File: src/intr_regs.vh
`ifndef INTR_REGS_VH
`define INTR_REGS_VH
// ****************************************
// Register offsets (byte addresses)
// ****************************************
`define OFS_MACHINE_STATE   8'h00
`define OFS_VECTOR_BASE     8'h04
`define OFS_SYNDROME        8'h08
`define OFS_IRQ_STATUS      8'h0C
`define OFS_IRQ_MASK        8'h10
`define OFS_LAST_TAKE       8'h14
`define OFS_SAVE_BASE       8'h20
// ****************************************
// Machine state bit positions
// ****************************************
`define MS_EXT_EN           0
`define MS_CRIT_EN          1
`define MS_DBG_EN           2
`define MS_MC_EN            3
`define MS_GUEST            4
`define MS_W                5
`define MS_RESET            5'h00
// ****************************************
// Interrupt levels and save pair numbers
// ****************************************
`define LVL_STD             3'h0
`define LVL_CRIT            3'h1
`define LVL_DBG             3'h2
`define LVL_MC              3'h3
`define LVL_GUEST           3'h4
`define NUM_PAIRS           5
// ****************************************
// Cause indices, highest priority first
// ****************************************
`define CA_NMI              4'h0
`define CA_MC_ASYNC         4'h1
`define CA_ERR_REPORT       4'h2
`define CA_DBG_SYNC         4'h3
`define CA_DBG_ASYNC        4'h4
`define CA_CRIT_IN          4'h5
`define CA_WATCHDOG         4'h6
`define CA_CRIT_DOORBELL    4'h7
`define CA_PROGRAM          4'h8
`define CA_EXT_IN           4'h9
`define CA_TIMER            4'hA
`define CA_DOORBELL         4'hB
`define NUM_CAUSES          12
// ****************************************
// Vector spacing and reset values
// ****************************************
`define VEC_SHIFT           4
`define VECTOR_BASE_RESET   32'h00000000
`endif

File: src/four_level_interrupt_unit.v
// Functional notes
// - Take only the top pending condition that is enabled or needs no enable.
// - On take save address and state, jump to vector, update machine state.
// - Four levels, each saving into its own save pair.
// - Taking a level disables asynchronous interrupts of all lower levels.
// - Synchronous exceptions stay active whatever the level masking, except sync debug, gated by debug enable with enhanced debug.
// - Standard level: program, external, timer, doorbell; async gated by external enable.
// - Critical level: critical input, watchdog, critical doorbell; gated by critical enable.
// - Without enhanced debug, debug exceptions go through the critical level.
// - With enhanced debug, debug level with own pair, gated by debug enable.
// - Machine check: error reports, async machine check, nmi; async check gated.
// - Guest state uses a separate guest pair for standard interrupts.
// - Cause bits recorded in a syndrome register for the handler.
// - Return for a level resumes at saved address and restores saved state.
`include "intr_regs.vh"
module four_level_interrupt_unit #(
  parameter AW             = 32,
  parameter ENHANCED_DEBUG = 1
) (
  input  wire          clk,             // Core clock, 200 MHz
  input  wire          nrst,            // Async reset, active low
  input  wire [AW-1:0] cur_addr,        // Address of instruction to be interrupted
  input  wire          sync_program,    // Program exception pulse
  input  wire          sync_debug,      // Synchronous debug event pulse
  input  wire          sync_err_report, // Error report pulse
  input  wire          async_ext_in,    // External input level
  input  wire          async_timer,     // Timer exception level
  input  wire          async_doorbell,  // Doorbell level
  input  wire          async_crit_in,   // Critical input level
  input  wire          async_watchdog,  // Watchdog level
  input  wire          async_crit_db,   // Critical doorbell level
  input  wire          async_debug,     // Asynchronous debug level
  input  wire          async_mcheck,    // Asynchronous machine check level
  input  wire          async_nmi,       // Non-maskable interrupt level
  input  wire          ret_valid,       // Return from interrupt pulse
  input  wire [2:0]    ret_level,       // Pair to return from
  input  wire [7:0]    reg_addr,        // Register byte address
  input  wire [31:0]   reg_wdata,       // Register write data
  input  wire          reg_we,          // Write strobe
  input  wire          reg_re,          // Read strobe
  output reg  [31:0]   reg_rdata_q,     // Read data, cycle after strobe
  output reg           redirect_q,      // Fetch redirect pulse
  output reg  [AW-1:0] redirect_addr_q, // Redirect target
  output reg           take_q,          // Interrupt taken pulse
  output reg  [2:0]    take_pair_q,     // Pair used by that take
  output reg  [`MS_W-1:0] ms_q,         // Machine state register
  output reg           irq_q            // Level interrupt out
);
  // ****************************************
  // Declarations
  // ****************************************
  reg  [AW-1:0]          vec_base_q;
  reg  [`NUM_CAUSES-1:0] syndrome_q;
  reg  [4:0]             irq_status_q;
  reg  [4:0]             irq_mask_q;
  reg  [3:0]             last_cause_q;
  reg  [2:0]             last_pair_q;
  reg  [`NUM_CAUSES-1:0] pend;
  reg  [`NUM_CAUSES-1:0] elig;
  reg  [2:0]             lvl;
  reg  [2:0]             pair;
  reg  [`MS_W-1:0]       ms_d;
  reg  [31:0]            rd_d;
  reg  [4:0]             status_d;
  wire                   any;
  wire [3:0]             idx;
  wire                   take;
  wire                   ret;
  wire [AW-1:0]          pair_addr  [0:`NUM_PAIRS-1];
  wire [`MS_W-1:0]       pair_state [0:`NUM_PAIRS-1];
  wire                   save_hit;
  wire [2:0]             save_idx;
  wire [2:0]             ret_pair;
  wire [`NUM_CAUSES-1:0] cause_hot;
  wire [3:0]             ext_en;
  wire [AW-1:0]          vec_addr;
  wire                   ed;
  assign ed = (ENHANCED_DEBUG != 0);

  // ****************************************
  // Pending and eligible conditions
  // ****************************************
  // Bit order of pend is the priority order
  always @* begin
    pend                    = {`NUM_CAUSES{1'b0}};
    pend[`CA_NMI]           = async_nmi;
    pend[`CA_MC_ASYNC]      = async_mcheck;
    pend[`CA_ERR_REPORT]    = sync_err_report;
    pend[`CA_DBG_SYNC]      = sync_debug;
    pend[`CA_DBG_ASYNC]     = async_debug;
    pend[`CA_CRIT_IN]       = async_crit_in;
    pend[`CA_WATCHDOG]      = async_watchdog;
    pend[`CA_CRIT_DOORBELL] = async_crit_db;
    pend[`CA_PROGRAM]       = sync_program;
    pend[`CA_EXT_IN]        = async_ext_in;
    pend[`CA_TIMER]         = async_timer;
    pend[`CA_DOORBELL]      = async_doorbell;
  end

  // Enables per condition; program and error report need none, sync debug needs debug enable with enhanced debug
  always @* begin
    elig                    = pend;
    elig[`CA_NMI]           = pend[`CA_NMI];
    elig[`CA_MC_ASYNC]      = pend[`CA_MC_ASYNC] & ms_q[`MS_MC_EN];
    elig[`CA_ERR_REPORT]    = pend[`CA_ERR_REPORT];
    elig[`CA_DBG_SYNC]      = pend[`CA_DBG_SYNC] & (~ed | ms_q[`MS_DBG_EN]);
    elig[`CA_DBG_ASYNC]     = pend[`CA_DBG_ASYNC] &
                              (ed ? ms_q[`MS_DBG_EN] : ms_q[`MS_CRIT_EN]);
    elig[`CA_CRIT_IN]       = pend[`CA_CRIT_IN] & ms_q[`MS_CRIT_EN];
    elig[`CA_WATCHDOG]      = pend[`CA_WATCHDOG] & ms_q[`MS_CRIT_EN];
    elig[`CA_CRIT_DOORBELL] = pend[`CA_CRIT_DOORBELL] & ms_q[`MS_CRIT_EN];
    elig[`CA_PROGRAM]       = pend[`CA_PROGRAM];
    elig[`CA_EXT_IN]        = pend[`CA_EXT_IN] & ms_q[`MS_EXT_EN];
    elig[`CA_TIMER]         = pend[`CA_TIMER] & ms_q[`MS_EXT_EN];
    elig[`CA_DOORBELL]      = pend[`CA_DOORBELL] & ms_q[`MS_EXT_EN];
  end

  // Winner of the fixed order
  prio_pick #(
    .N  (`NUM_CAUSES),
    .IW (4)
  ) u_pick (
    .req (elig),
    .any (any),
    .idx (idx)
  );

  // A return owns its cycle; a condition still pending and enabled next cycle is taken then, a sync pulse is lost
  assign ret  = ret_valid & (ret_level < `NUM_PAIRS);
  assign take = any & ~ret;

  // ****************************************
  // Level and pair of the winner
  // ****************************************
  always @* begin
    case (idx)
      `CA_NMI, `CA_MC_ASYNC, `CA_ERR_REPORT: lvl = `LVL_MC;
      `CA_DBG_SYNC, `CA_DBG_ASYNC: lvl = ed ? `LVL_DBG : `LVL_CRIT;
      `CA_CRIT_IN, `CA_WATCHDOG, `CA_CRIT_DOORBELL: lvl = `LVL_CRIT;
      default: lvl = `LVL_STD;
    endcase
  end

  // Guest state diverts standard saves to the guest pair
  always @* begin
    if (lvl == `LVL_STD && ms_q[`MS_GUEST])
      pair = `LVL_GUEST;
    else
      pair = lvl;
  end

  // Lower-level enables cleared on entry, the level's own enable cleared too
  assign ext_en = (lvl == `LVL_MC)   ? 4'hF :
                  (lvl == `LVL_DBG)  ? 4'h7 :
                  (lvl == `LVL_CRIT) ? 4'h3 : 4'h1;
  assign ret_pair = ret_level;
  assign vec_addr = vec_base_q | ({{(AW-4){1'b0}}, idx} << `VEC_SHIFT);

  // ****************************************
  // Save/restore pairs
  // ****************************************
  assign save_hit = reg_we && (reg_addr >= `OFS_SAVE_BASE) &&
                    (reg_addr < (`OFS_SAVE_BASE + 8'h28)) && (reg_addr[1:0] == 2'b00);
  assign save_idx = reg_addr[5:3] - 3'h4;

  genvar g;
  generate
    for (g = 0; g < `NUM_PAIRS; g = g + 1) begin : g_pair
      save_pair #(
        .AW (AW),
        .SW (`MS_W)
      ) u_pair (
        .clk       (clk),
        .nrst      (nrst),
        .capture   (take && (pair == g)),
        .cap_addr  (cur_addr),
        .cap_state (ms_q),
        .wr_addr   (save_hit && (save_idx == g) && !reg_addr[2]),
        .wr_state  (save_hit && (save_idx == g) && reg_addr[2]),
        .wdata     (reg_wdata[AW-1:0]),
        .addr_q    (pair_addr[g]),
        .state_q   (pair_state[g])
      );
    end
  endgenerate

  // ****************************************
  // Machine state next value
  // ****************************************
  // Hardware update wins over a software write in the same cycle
  always @* begin
    ms_d = ms_q;
    if (reg_we && reg_addr == `OFS_MACHINE_STATE)
      ms_d = reg_wdata[`MS_W-1:0];
    if (ret)
      ms_d = pair_state[ret_pair];
    else if (take)
      ms_d = ms_q & ~{1'b0, ext_en};
  end

  always @(posedge clk or negedge nrst) begin
    if (!nrst) begin
      ms_q <= `MS_RESET;
    end else begin
      ms_q <= ms_d;
    end
  end

  // ****************************************
  // Redirect to vector or saved address
  // ****************************************
  always @(posedge clk or negedge nrst) begin
    if (!nrst) begin
      redirect_q      <= 1'b0;
      redirect_addr_q <= {AW{1'b0}};
      take_q          <= 1'b0;
      take_pair_q     <= 3'h0;
    end else begin
      redirect_q <= take | ret;
      take_q     <= take;
      if (ret)
        redirect_addr_q <= pair_addr[ret_pair];
      else if (take)
        redirect_addr_q <= vec_addr;
      if (take)
        take_pair_q <= pair;
    end
  end

  // ****************************************
  // Syndrome and take record
  // ****************************************
  assign cause_hot = {{(`NUM_CAUSES-1){1'b0}}, 1'b1} << idx;

  // Replaced on every take, so until a write-one-to-clear it names the latest cause
  always @(posedge clk or negedge nrst) begin
    if (!nrst) begin
      syndrome_q   <= {`NUM_CAUSES{1'b0}};
      last_cause_q <= 4'h0;
      last_pair_q  <= 3'h0;
    end else if (take) begin
      syndrome_q   <= cause_hot;
      last_cause_q <= idx;
      last_pair_q  <= pair;
    end else if (reg_we && reg_addr == `OFS_SYNDROME) begin
      syndrome_q <= syndrome_q & ~reg_wdata[`NUM_CAUSES-1:0];
    end
  end

  // ****************************************
  // Event status, mask and interrupt out
  // ****************************************
  // One sticky bit per pair taken; set beats write-one-to-clear
  always @* begin
    status_d = irq_status_q;
    if (reg_we && reg_addr == `OFS_IRQ_STATUS)
      status_d = status_d & ~reg_wdata[4:0];
    if (take)
      status_d = status_d | (5'h01 << pair);
  end

  always @(posedge clk or negedge nrst) begin
    if (!nrst) begin
      irq_status_q <= 5'h00;
      irq_mask_q   <= 5'h00;
      vec_base_q   <= `VECTOR_BASE_RESET;
      irq_q        <= 1'b0;
    end else begin
      irq_status_q <= status_d;
      irq_q        <= |(status_d & irq_mask_q);
      if (reg_we && reg_addr == `OFS_IRQ_MASK)
        irq_mask_q <= reg_wdata[4:0];
      if (reg_we && reg_addr == `OFS_VECTOR_BASE)
        vec_base_q <= reg_wdata[AW-1:0];
    end
  end

  // ****************************************
  // Register read port
  // ****************************************
  // Unmapped addresses read as zero
  always @* begin
    rd_d = 32'h00000000;
    case (reg_addr)
      `OFS_MACHINE_STATE: rd_d[`MS_W-1:0] = ms_q;
      `OFS_VECTOR_BASE:   rd_d[AW-1:0] = vec_base_q;
      `OFS_SYNDROME:      rd_d[`NUM_CAUSES-1:0] = syndrome_q;
      `OFS_IRQ_STATUS:    rd_d[4:0] = irq_status_q;
      `OFS_IRQ_MASK:      rd_d[4:0] = irq_mask_q;
      `OFS_LAST_TAKE:     rd_d[6:0] = {last_pair_q, last_cause_q};
      default: begin
        if ((reg_addr >= `OFS_SAVE_BASE) && (reg_addr < (`OFS_SAVE_BASE + 8'h28)) &&
            (reg_addr[1:0] == 2'b00)) begin
          if (reg_addr[2])
            rd_d[`MS_W-1:0] = pair_state[save_idx];
          else
            rd_d[AW-1:0] = pair_addr[save_idx];
        end
      end
    endcase
  end

  always @(posedge clk or negedge nrst) begin
    if (!nrst) begin
      reg_rdata_q <= 32'h00000000;
    end else if (reg_re) begin
      reg_rdata_q <= rd_d;
    end else begin
      reg_rdata_q <= 32'h00000000;
    end
  end
endmodule // four_level_interrupt_unit

File: src/prio_pick.v
// ****************************************
// Fixed priority picker, bit 0 wins
// ****************************************
module prio_pick #(
  parameter N  = 12,
  parameter IW = 4
) (
  input  wire [N-1:0]  req,        // Eligible conditions
  output reg           any,        // At least one eligible
  output reg  [IW-1:0] idx         // Index of the winner
);
  integer i;
  // Scan downward so the lowest index is left standing
  always @* begin
    any = 1'b0;
    idx = {IW{1'b0}};
    for (i = N - 1; i >= 0; i = i - 1) begin
      if (req[i]) begin
        any = 1'b1;
        idx = i[IW-1:0];
      end
    end
  end
endmodule // prio_pick

File: src/save_pair.v
// ****************************************
// One save/restore pair: address and state
// ****************************************
module save_pair #(
  parameter AW = 32,
  parameter SW = 5
) (
  input  wire          clk,        // Core clock
  input  wire          nrst,       // Async reset, active low
  input  wire          capture,    // Take into this pair
  input  wire [AW-1:0] cap_addr,   // Interrupted address
  input  wire [SW-1:0] cap_state,  // Machine state before take
  input  wire          wr_addr,    // Software write of address word
  input  wire          wr_state,   // Software write of state word
  input  wire [AW-1:0] wdata,      // Software write data
  output reg  [AW-1:0] addr_q,     // Saved address
  output reg  [SW-1:0] state_q     // Saved machine state
);
  // Capture by hardware outranks a software write in the same cycle
  always @(posedge clk or negedge nrst) begin
    if (!nrst) begin
      addr_q  <= {AW{1'b0}};
      state_q <= {SW{1'b0}};
    end else if (capture) begin
      addr_q  <= cap_addr;
      state_q <= cap_state;
    end else begin
      if (wr_addr)
        addr_q <= wdata;
      if (wr_state)
        state_q <= wdata[SW-1:0];
    end
  end
endmodule // save_pair

File: config.mk
export PLATFORM = sky130hd
export DESIGN_NAME = four_level_interrupt_unit
export DESIGN_NICKNAME = d
export VERILOG_FILES = /design/src/four_level_interrupt_unit.v /design/src/prio_pick.v /design/src/save_pair.v
export VERILOG_INCLUDE_DIRS = /design/src
export SDC_FILE = /design/constraint.sdc
export NUM_CORES = 1
export LEC_CHECK = 0
export BUFFER_PORTS_ARGS = -buffer_cell sky130_fd_sc_hd__buf_2
export CORE_MARGIN = 1.5
export CORE_UTILIZATION = 35
export CTS_CLUSTER_DIAMETER = 50
export DETAILED_ROUTE_END_ITERATION = 8
export SLEW_MARGIN = 15
export SYNTH_ARGS = -nofsm -noshare
export SYNTH_HDL_FRONTEND = slang
export SYNTH_SLANG_ARGS = --single-unit
File: constraint.sdc
create_clock -name clk -period 4 [get_ports clk]
set_clock_uncertainty 0.2 [all_clocks]
set_input_delay 0.4 -clock clk [delete_from_list [all_inputs] [get_ports clk]]
set_output_delay 0.4 -clock clk [all_outputs]
set_load 0.03 [all_outputs]
---- After elaboration in Yosys (flattened, before gate mapping) ----
Cells that the tools add are included.
cells by class
  add/sub/neg operators ................... 1
  order comparisons ....................... 5
  reductions and logical operators ........ 58
  eq/ne operators ......................... 23
  shift operators ......................... 2
  multiplexer cells ....................... 78
  bitwise logic cells ..................... 24
operator list
  kind                  count
  $mux 32               18
  $bmux 32 s3           2
  $mux 5                20
  $mux 4                13
  $pmux 20 s2           1
  $or 32x8->32          1
  $logic_and 1x1->1     31
  $bmux 5 s3            2
  $pmux 5 s6            1
  $mux 27               1
  $mux 12               2
  $reduce_bool 2->1     12
  $eq 3x2->1 const B    6
  $eq 4x3->1 const B    4
  $eq 8x4->1 const B    2
  $eq 8x5->1 const B    2
  $and 5x5->5           3
  $pmux 5 s3            1
  $and 12x12->12        1
  $mux 1                12
  $not 12->12           1
  $shl 1x4->12 const A  1
  $and 1x1->1           11
  $reduce_or 5->1       2
  other kinds (30)      41
word-level totals
  bits in registers ....................... 318
  logic and storage cells ................. 213
  output and inout bits ................... 75

---- Longest topological paths before layout ----
Gate-level depths: netlist (run 1).
  depth in word-level cells ............... 24
  depth in mapped cells ................... 10
  gate-level depth less buffers ........... 6

---- Hierarchy ----
Synthesis (run 1) repeated with hierarchy kept, for this count alone.
second synthesis, totals
  cells, all modules ...................... 1626
  area, all modules ....................... 17589.4 µm²
by module, submodules not included
  module                     cells each  area each (µm²)  instances
  four_level_interrupt_unit  799         8783.4           1
  save_pair                  161         1735.4           5
  prio_pick                  22          128.9            1

---- Worst setup path before layout (run 1) ----
No wires, ideal clock.
  path type ............................... input-to-reg
  from .................................... input reg_addr[0]
  to ...................................... register g_pair[1].u_pair.addr_q[29]
  cell stages on the path ................. 7
  arrival ................................. 2670 ps
  path slack .............................. 1002 ps
  data required time ...................... 3672 ps
  buffers on the path ..................... 2
  setup time .............................. 128 ps
  path through ............................ or4b_1 > or4b_1 > buf_2 > nor3b_4 > buf_6 > mux2_1 > mux2_1
between the ends
  cells in the longest elaborated chain, start to end .. 7
RTL lines
  what                                  line                             RTL
  from (decl)                           four_level_interrupt_unit.v:37   input wire [7:0] reg_addr,
  $ge 8x6->1 (no source line)           --
  $logic_and 1x1->1 (2 in a row)        four_level_interrupt_unit.v:162  assign save_hit = reg_we && (reg_addr >= `OFS_SAVE_BASE) &&
  $logic_and 1x1->1 *                   four_level_interrupt_unit.v:162
  $logic_and 1x1->1 * (2 in a row)      four_level_interrupt_unit.v:178  .wr_addr (save_hit && (save_idx == g) && !reg_addr[2]),
  $reduce_bool 2->1 (no source line) *  --
  to (signal assigned)                  save_pair.v:22                   addr_q <= {AW{1'b0}};
  to (signal assigned)                  save_pair.v:25                   addr_q <= cap_addr;
  to (signal assigned)                  save_pair.v:29                   addr_q <= wdata;
  to (decl)                             save_pair.v:16                   output reg [AW-1:0] addr_q,
Mark *: on every way between the ends. The rest lies on a longest branch, timed or not.
A chain may end at the register's enable or synchronous reset.

---- Worst setup path in the final report (run 1) ----
  from .................................... register ms_q[1]
  to ...................................... register g_pair[0].u_pair.addr_q[31]
between the ends
  cells in the longest elaborated chain, start to end .. 18
RTL lines
  what                                                line                             RTL
  from (decl)                                         four_level_interrupt_unit.v:46   output reg [`MS_W-1:0] ms_q,
  from (signal assigned)                              four_level_interrupt_unit.v:203  ms_q <= `MS_RESET;
  from (signal assigned)                              four_level_interrupt_unit.v:205  ms_q <= ms_d;
  $and 1x1->1                                         four_level_interrupt_unit.v:111  elig[`CA_CRIT_DOORBELL] = pend[`CA_CRIT_DOORBELL] & ms_q[`MS_CRIT_EN];
  $mux 4 (8 in a row)                                 prio_pick.v:18                   if (req[i]) begin
  $eq 4x3->1 (tied with other cells)                  four_level_interrupt_unit.v:136  case (idx)
  $reduce_or 3->1 or $reduce_or 2->1 (tied branches)  four_level_interrupt_unit.v:136
  $pmux 2 s3                                          four_level_interrupt_unit.v:136
  $logic_not 3->1 (no source line)                    --
  $logic_and 1x1->1                                   four_level_interrupt_unit.v:146  if (lvl == `LVL_STD && ms_q[`MS_GUEST])
  $mux 3                                              four_level_interrupt_unit.v:146
  $logic_not 3->1                                     four_level_interrupt_unit.v:175  .capture (take && (pair == g)),
  $logic_and 1x1->1 *                                 four_level_interrupt_unit.v:175
  $mux 32 or $reduce_bool 2->1 (tied branches)        --
  to (signal assigned)                                save_pair.v:22
  to (signal assigned)                                save_pair.v:25
  to (signal assigned)                                save_pair.v:29
  to (decl)                                           save_pair.v:16
Marks and branches as above.

==> results of run 1 <==
## sequential cells by signal, indices dropped and copies added (netlist names)
signal,flops
syndrome_q,12
irq_status_q,5
g_pair.u_pair.state_q,25
last_cause_q,4
vec_base_q,32
take_q,1
reg_rdata_q,32
redirect_q,1
ms_q,5
g_pair.u_pair.addr_q,160
redirect_addr_q,32
irq_q,1
last_pair_q,3
irq_mask_q,5
## through the flow
stage | total power, uW | cell area, um^2 | std cells | util, % | hold WS [ps]
floorplan | 6710 | 17400 | 1545 | - | -95.6
global placement | 7440 | 19000 | 2287 | 38.6 | 259
detailed placement | 7590 | 19000 | 2287 | 38.6 | 273
CTS | 11800 | 21200 | 2437 | 43.1 | 43.8
global route | 12300 | 21200 | 2438 | 43.1 | 71.8
finish | 11700 | 21200 | 2439 | 43.1 | 61.0
## critical path: cells and delay by family, from the launching register on
kind | cells | cell delay, ps
and+or+nand+nor | 3 | 1080
AOI/OAI and AO/OA | 2 | 540
buffers and inverters | 2 | 1040
DFF | 1 | 440
## power by group
group	total [uW]	switching [uW]	internal, uW
combinational	2910	1300	1610
clock	4010	1520	2500
sequential	4780	665	4120
## path summary, 6_finish.rpt
path / endpoint / slack, ps / cells past startpoint
max: g_pair[0].u_pair.addr_q[31] / 570 / 7
min: ms_q[3] / 60 / 4
max reg2reg: g_pair[0].u_pair.addr_q[31] / 570 / 7
min reg2reg: last_cause_q[2] / 280 / 2
max in group asynchronous: redirect_addr_q[26] / 2270 / 3
min in group asynchronous: reg_rdata_q[18] / 220 / 2
## logic make-up after synthesis
group / count (synthesis) / share of synthesized area, %
AND/OR/NAND/NOR: 372 / 9.92
flip-flops: 318 / 45.7
multiplexers: 382 / 28.6
buffers and inverters: 138 / 3.54
AO/OA/AOI/OAI: 335 / 12.2
## layer usage
metal,wire length (um),global-route usage [%]
met5,0,0
met1,24100,29.3
met2,27700,38.4
met3,3340,3.96
met4,1500,7.25
## synthesized netlist by cell type, drive strengths merged, types with 6 or more instances
| cell | instances | area (um^2) |
|---|---|---|
| dfrtp | 318 | 7960 |
| and2 | 22 | 138 |
| nand4 | 7 | 43.8 |
| mux2i | 124 | 1240 |
| buf | 47 | 274 |
| nor2b | 41 | 257 |
| a22oi | 28 | 210 |
| o2bb2ai | 9 | 78.8 |
| clkbuf | 86 | 323 |
| a221oi | 6 | 52.6 |
| a222oi | 7 | 70.1 |
| o21ai | 88 | 440 |
| o22ai | 9 | 56.3 |
| a22o | 14 | 123 |
| a21oi | 84 | 420 |
| a211oi | 31 | 233 |
| mux4 | 74 | 1670 |
| nor2 | 88 | 333 |
| nor3 | 7 | 46.3 |
| a31oi | 29 | 181 |
| mux2 | 184 | 2070 |
| nand2 | 169 | 634 |
| nand3 | 13 | 65.1 |
## cell usage in the layout, fill, tap and decap left out, types with 7 or more instances in the layout
| master | instances |
|---|---|
| dfrtp_1 | 318 |
| nand2_1 | 166 |
| buf_2 | 163 |
| mux2i_1 | 124 |
| mux2_1 | 120 |
| nor2_1 | 85 |
| a21oi_1 | 84 |
| mux4_2 | 74 |
| dlygate4sd3_1 | 73 |
| mux2_2 | 64 |
| o21ai_0 | 62 |
| clkbuf_16 | 45 |
| nor2b_1 | 41 |
| buf_4 | 41 |
| a211oi_1 | 31 |
| a31oi_1 | 29 |
| a22oi_1 | 28 |
| o21ai_1 | 26 |
| and2_1 | 22 |
| a22o_1 | 14 |
| nand3_1 | 13 |
| clkbuf_1 | 10 |
| o22ai_1 | 9 |
| o2bb2ai_1 | 9 |
| nand4_1 | 7 |
| a222oi_1 | 7 |
## area by class of cell
| type | count | area [um^2] | area share (%) |
|---|---|---|---|
| timing repair buffer | 284 | 1990 | 9.40 |
| clock inverter | 16 | 228 | 1.08 |
| clock buffer | 61 | 1250 | 5.89 |
| sequential | 318 | 7960 | 37.6 |
| antenna | 2 | 5.00 | 0.0236 |
| inverter | 5 | 18.8 | 0.0887 |
| multi-input combinational | 1089 | 8890 | 42.0 |
| tap | 664 | 831 | 3.93 |
==> impl_metrics.ini, run 1 <==
[cts]
clockRootBuffer = clkbuf_16
post-cts-setup-buffer-count = 0
cts_resized = 0
holdBufCountCts = 73
clk_pin_slew_worst_paths_ps = 60
cts_tree = done
cts_max_level = 2
clk-insertion-delay-late_ps = 570
clk_path_buf_depth = 3
clkSinkCount = 318
cts_inserted_buffers = 42

[global_routing]
antenna_found_initial = 2
grt_pass1_wl_mm = 87.5
grt.total_usage_pct = 22.6
grt_max_degree = 107
grt_pass1_vias = 14298
grt_overflow = 0

[drt]
routed_wl_mm = 56.6
drc = 0
vias = 13694
drt_iter0_markers = 1032
via_per_inst = 5.61
dr.pass1.iters = 5
wire_per_inst_um = 23.2
ant_nets = 0

[synth]
postSynthCellCount = 1545
ys_seq_area_share_pct = 45.7
synth_edf_count = 0
yosys_most_used_dff = dfrtp_1
ys_ff_latch = 318
async_flop_share_pct = 100
synth_warnings = 0
yosys.cell_types.count = 59
syn_area_um2 = 17400
synth_nets = 1637
avgSynthCellArea_um2 = 11.3

[sta]
fin_crit_ps = 3430
setup-violations-final = 0
worst_slack_ps = 574
tightest_slew_ps = 965
fin_crit_sh_pct = 85.7
slew_headroom_pct = 35.6
slew_violations = 0
rsz0062_at_grt = no
tns_ps = 0
hold_violations = 0
fmax_mhz = 292

[critical_path]
cp-end-kind = flop
worstPathCellList = a22oi_1 -> nand2_1 -> or4_1 -> nor2_4 -> buf_4 -> o21ai_0 -> dlygate4sd3_1
crit_required_ps = 4250
rr_startpoint = ms_q[1]
cp_slowest_stage_delay_ps = 720
cp-start-kind = flop
cp_slowest_cell = or4_1
arrival_ps = 3680
critPathKind = flop to flop
cp_max_fo = 40
critPathLaunch = ms_q[1]

[layout]
synthToLayoutAreaGrowth_pct = 21.6
fillers = 4638
drive_gt1_share_pct = 24.5
finish.net_count = 1832

[place]
gp_congestion = 0.839
hpwl_mm = 35.2
port-buffer-count = 166
dp_slack_ps = 485

[run_status]
outcome = finished clean

[floorplan]
die_area_um2 = 51100
start_util_pct = 35.5
rows = 81
pin_count = 167
die_x_um = 226
fp.dieH_um = 226
core_um2 = 49100

[run]
drv_cap = 0

[min_path]
hp-class = input pin to flop
min_from = async_nmi

[power]
ir_worst_vdd_v = 0.000310
powerDensity_nw_per_um2 = 553
p_leak_uw = 0.00899
No activity file was read; power rests on OpenSTA's default activity.
==> run 2, diff against run 1 <==
Settings changed: MAX_ROUTING_LAYER from default to met4.
==> impl_metrics.ini, run 2 (synthesis gave the netlist of run 1 again) <==
[run_status]
outcome = finished clean

[cts]
clk-insertion-delay-late_ps = 570
holdBufCountCts = 73
cts_tree = done
clk_pin_slew_worst_paths_ps = 60
cts_resized = 0
cts_max_level = 2
cts_inserted_buffers = 42
clkSinkCount = 318
clockRootBuffer = clkbuf_16
clk_path_buf_depth = 3
post-cts-setup-buffer-count = 0

[global_routing]
antenna_found_initial = 2
grt_pass1_vias = 14288
grt_max_degree = 107
grt_pass1_wl_mm = 87.5
grt.total_usage_pct = 23.3
grt_overflow = 0

[sta]
hold_violations = 0
fin_crit_ps = 3420
slew_violations = 0
setup-violations-final = 0
tightest_slew_ps = 965
tns_ps = 0
fin_crit_sh_pct = 85.6
slew_headroom_pct = 35.6
rsz0062_at_grt = no
fmax_mhz = 292

[critical_path]
cp-endpoint = g_pair[0].u_pair.addr_q[14]
regToRegSetupSlack_ps = 580
r2r.worst_path.cells = 7
cp_max_fo = 40
cp_slowest_cell = or4_1
critPathKind = flop to flop
cp_slowest_stage_delay_ps = 710
cp-end-kind = flop
rr_startpoint = ms_q[1]
arrival_ps = 3670
reg2reg_to = g_pair[0].u_pair.addr_q[14]
critPathLaunch = ms_q[1]
worstPathCellList = a22oi_1 -> nand2_1 -> or4_1 -> nor2_4 -> buf_4 -> o21ai_1 -> dlygate4sd3_1
crit_required_ps = 4240
cp-start-kind = flop

[drt]
dr.pass1.iters = 5
via_per_inst = 5.62
drt_iter0_markers = 1020
wire_per_inst_um = 23.2
ant_nets = 0
drc = 0
routed_wl_mm = 56.6
vias = 13703

[power]
powerDensity_nw_per_um2 = 553
p_leak_uw = 0.00899
ir_worst_vdd_v = 0.000314

[min_path]
worstHoldPathCells = 4
hp-class = input pin to flop

[layout]
drive_gt1_share_pct = 24.5
final_cell_mix = dfrtp_1 (318), nand2_1 (166), buf_2 (163), mux2i_1 (124), mux2_1 (120)
max_flop_register = g_pair.u_pair.addr_q
largest_reg_flops = 160
final_common_cell = dfrtp_1
finish.utilization_pct = 43.1
finish.net_count = 1832
synthToLayoutAreaGrowth_pct = 21.6

[floorplan]
die_area_um2 = 51100
fp.dieH_um = 226
rows = 81
die_x_um = 226
core_um2 = 49100
start_util_pct = 35.5
pin_count = 167

[place]
gp_congestion = 0.852
port-buffer-count = 166
hpwl_mm = 35.2

[run]
drv_cap = 0
## run 2: area by class of cell
type,instances,area (um^2)
sequential,318,7960
timing repair buffer,284,1990
clock buffer,61,1250
inverter,5,18.8
fill,4638,27900
antenna,2,5.00
tap,664,831
clock inverter,16,228
multi-input combinational,1089,8890
## run 2: worst min-delay path by stage
stage                   start                    endpoint  slack, ps
finish              async_nmi                     ms_q[3]         60
CTS                 async_nmi                     ms_q[3]         40
floorplan                nrst  g_pair[0].u_pair.addr_q[0]       -100
detailed placement       nrst             reg_rdata_q[18]        270
global route        async_nmi                     ms_q[3]         70
global placement         nrst             reg_rdata_q[18]        260
## run 2: per-layer routing
layer | vias up | routed length [um] | global-route usage [%]
met2 | 531 | 27600 | 38.3
met5 | - | 0 | -
met1 | 6954 | 24200 | 29.4
met3 | 110 | 3370 | 3.86
met4 | 0 | 1470 | 7.25
li1 | 6108 | - | -
## run 2: through the flow
step / hold slack, ps / cell area [um^2] / power (uW) / setup slack (ps) / cells
floorplan: -95.6 / 17400 / 6710 / 1000 / 1545
global placement: 259 / 19000 / 7440 / 508 / 2287
detailed placement: 273 / 19000 / 7590 / 485 / 2287
CTS: 43.8 / 21200 / 11800 / 639 / 2437
global route: 71.8 / 21200 / 12300 / 468 / 2438
finish: 62.6 / 21200 / 11700 / 576 / 2439
## run 2: worst max-delay path: cells and delay by family (launching register included)
kind / cells / cell delay [ps]
AND/OR/NAND/NOR: 3 / 1070
buffers and inverters: 2 / 1060
AO/OA/AOI/OAI: 2 / 520
flip-flops: 1 / 440
## run 2: where the power goes
part | total (uW) | internal (uW) | leakage, uW | switching, uW
registers | 4780 | 4120 | 0.00399 | 665
logic | 2910 | 1610 | 0.00428 | 1300
clock network | 4020 | 2500 | 0.000714 | 1520
total | 11700 | 8220 | 0.00899 | 3490
==> run 3, diff against run 2 <==
Settings changed: SYNTH_HIERARCHICAL from default to 1.
==> impl_metrics.ini, run 3 <==
[drt]
drt_iter0_markers = 1246
dr.pass1.iters = 5
routed_wl_mm = 57.1
via_per_inst = 5.58
drc = 0
ant_nets = 0
vias = 14040
wire_per_inst_um = 22.7

[sta]
slew_violations = 0
hold_violations = 0
fin_crit_ps = 3720
rsz0062_at_grt = no
fin_crit_sh_pct = 93.0
tightest_slew_ps = 938
setup-violations-final = 0
fmax_mhz = 269
slew_headroom_pct = 37.4
tns_ps = 0

[cts]
clk_pin_slew_worst_paths_ps = 60
clkSinkCount = 318
clk_path_buf_depth = 3
cts_inserted_buffers = 42
post-cts-setup-buffer-count = 0
clk-insertion-delay-late_ps = 560
cts_max_level = 2
clockRootBuffer = clkbuf_16
cts_tree = done

[global_routing]
antenna_found_initial = 6
grt_pass1_vias = 14175
grt_max_degree = 110
grt.total_usage_pct = 23.1
grt_overflow = 0
grt_pass1_wl_mm = 87.3
met3_usage_pct = 4.59
top_usage_layer = met2
grt.met2_usage_pct = 35.7
use_met1_pct = 30.5

[critical_path]
cp-end-kind = flop
cp_slowest_stage_delay_ps = 560
cp-start-kind = flop
rr_startpoint = ms_q[0]
cp_slowest_cell = dlygate4sd3_1
critPathKind = flop to flop
worst_path_most_repeated_cell = o21ai_1
cp_max_fo = 74
regToRegSetupSlack_ps = 280
reg2reg_to = g_pair[2].u_pair/addr_q[31]
crit_required_ps = 4240
arrival_ps = 3960
worstPathCellList = and2_1 -> nor2b_1 -> o21ai_1 -> o21ai_1 -> o31a_1 -> nor4b_1 -> a31oi_1 -> nor2_4 -> buf_12 -> o21ai_1 -> dlygate4sd3_1
r2r.worst_path.cells = 11

[power]
swShare_pct = 31.3
pwr-share-seq_pct = 43.2
combPwrFrac_pct = 23.2
ir_worst_vdd_v = 0.000273
p_sw_uw = 3380
powerDensity_nw_per_um2 = 519
p_clk_share_pct = 33.5
intPower_uw = 7440
p_leak_uw = 0.00871

[synth]
avgSynthCellArea_um2 = 10.8
synthTopCellsByArea = dfrtp_1 (45%), mux2i_1 (13%), mux4_2 (8.8%)
synth_edf_count = 0
async_flop_share_pct = 100
syn_area_um2 = 17600
synth_top_area_cell = dfrtp_1
yosys_most_used_dff = dfrtp_1
synth_most_common_cell = dfrtp_1
ys_seq_area_share_pct = 45.2
yosys.cell_types.count = 57
synth_nets = 1718
postSynthCellCount = 1626
synth_top_area_share_pct = 45.2
ys_ff_latch = 318
synth_warnings = 6
synthTopCellsByCount = dfrtp_1 (318), nand2_1 (268), mux2i_1 (221), o21ai_1 (158), o21ai_0 (71)

[min_path]
worstHoldPathCells = 2
whs_endpoint = vec_base_q[7]
min_from = reg_wdata[7]
hp-class = input pin to flop

[floorplan]
rows = 81
die_x_um = 227
start_util_pct = 35.7
core_um2 = 49300
fp.dieH_um = 227
die_area_um2 = 51600
pin_count = 167

[layout]
final_cell_mix = dfrtp_1 (317), nand2_1 (267), mux2i_1 (221), buf_2 (164), o21ai_1 (158)
max_flop_register = g_pair.u_pair/addr_q
largest_reg_flops = 160
fin_area_um2 = 20900
synthToLayoutAreaGrowth_pct = 18.5
final_common_cell = dfrtp_1
finish.net_count = 1907
drive_gt1_share_pct = 23.0

[place]
port-buffer-count = 166
gp_congestion = 0.887
hpwl_mm = 36.0
dpl_cell_area_um2 = 18900

[run]
drv_cap = 0

[run_status]
outcome = finished clean
## run 3: metrics by stage
step / std cells / total power [uW] / util [%] / setup slack (ps) / hold WS (ps)
after floorplan: 1626 / 6300 / - / 1040 / -95.6
after global placement: 2373 / 7010 / 38.4 / 786 / 257
after detailed placement: 2373 / 7130 / 38.4 / 723 / 260
after CTS: 2509 / 10900 / 42.3 / 224 / 3.50
after global routing: 2515 / 11400 / 42.3 / 65.4 / 25.1
final: 2515 / 10800 / 42.3 / 280 / 30.0
## run 3: worst max path at each step
stage,cells after the start,start,to
2_1_floorplan,13,ms_q[1],g_pair[1].u_pair/state_q[1]
3_3_place_gp,10,ms_q[1],g_pair[2].u_pair/state_q[3]
3_5_place_dp,10,ms_q[1],g_pair[2].u_pair/state_q[4]
4_1_cts,11,ms_q[1],g_pair[2].u_pair/addr_q[31]
5_1_grt,10,ms_q[0],g_pair[2].u_pair/addr_q[31]
6_report,11,ms_q[0],g_pair[2].u_pair/addr_q[31]
## run 3: power by group through the flow
stage / logic, uW / clock network [uW] / registers (uW)
floorplan: 1670 / 0 / 4630
global placement: 2350 / 0 / 4660
detailed placement: 2430 / 0 / 4700
CTS: 2510 / 3700 / 4660
global route: 2760 / 3840 / 4780
finish: 2510 / 3630 / 4680
## run 3: cells by family after synthesis
kind of cell / Yosys count / share of synthesized area (%)
buffers and inverters: 160 / 6.00
AND/OR/NAND/NOR: 423 / 11.0
AO/OA/AOI/OAI: 388 / 13.3
flip-flops: 318 / 45.2
multiplexers: 337 / 24.4
## run 3: timing repair
action,in CTS,in global routing
hold buffers,62,0
resized for setup,0,1
endpoints found under the setup margin,0,1
hold endpoints to repair,286,0
## run 3: worst max-delay path, delay by kind of cell, from the launching register on
family	cells	cell delay, ps
compound gates	5	880
flops	1	540
simple gates	4	1050
buf+inv	2	890
## run 3: metal layers
layer / wire length, um / vias to the layer above
li1: - / 6311
met1: 25200 / 7073
met2: 26800 / 553
met3: 3710 / 103
met4: 1370 / 0
met5: 0 / -
## run 3: layout make-up
type / count / area (um^2)
fill: 4800 / 28400
multi-input combinational: 1148 / 8650
sequential: 318 / 7960
timing repair buffer: 281 / 1990
clock buffer: 58 / 1170
tap: 664 / 831
clock inverter: 16 / 141
inverter: 24 / 90.1
antenna: 6 / 15.0
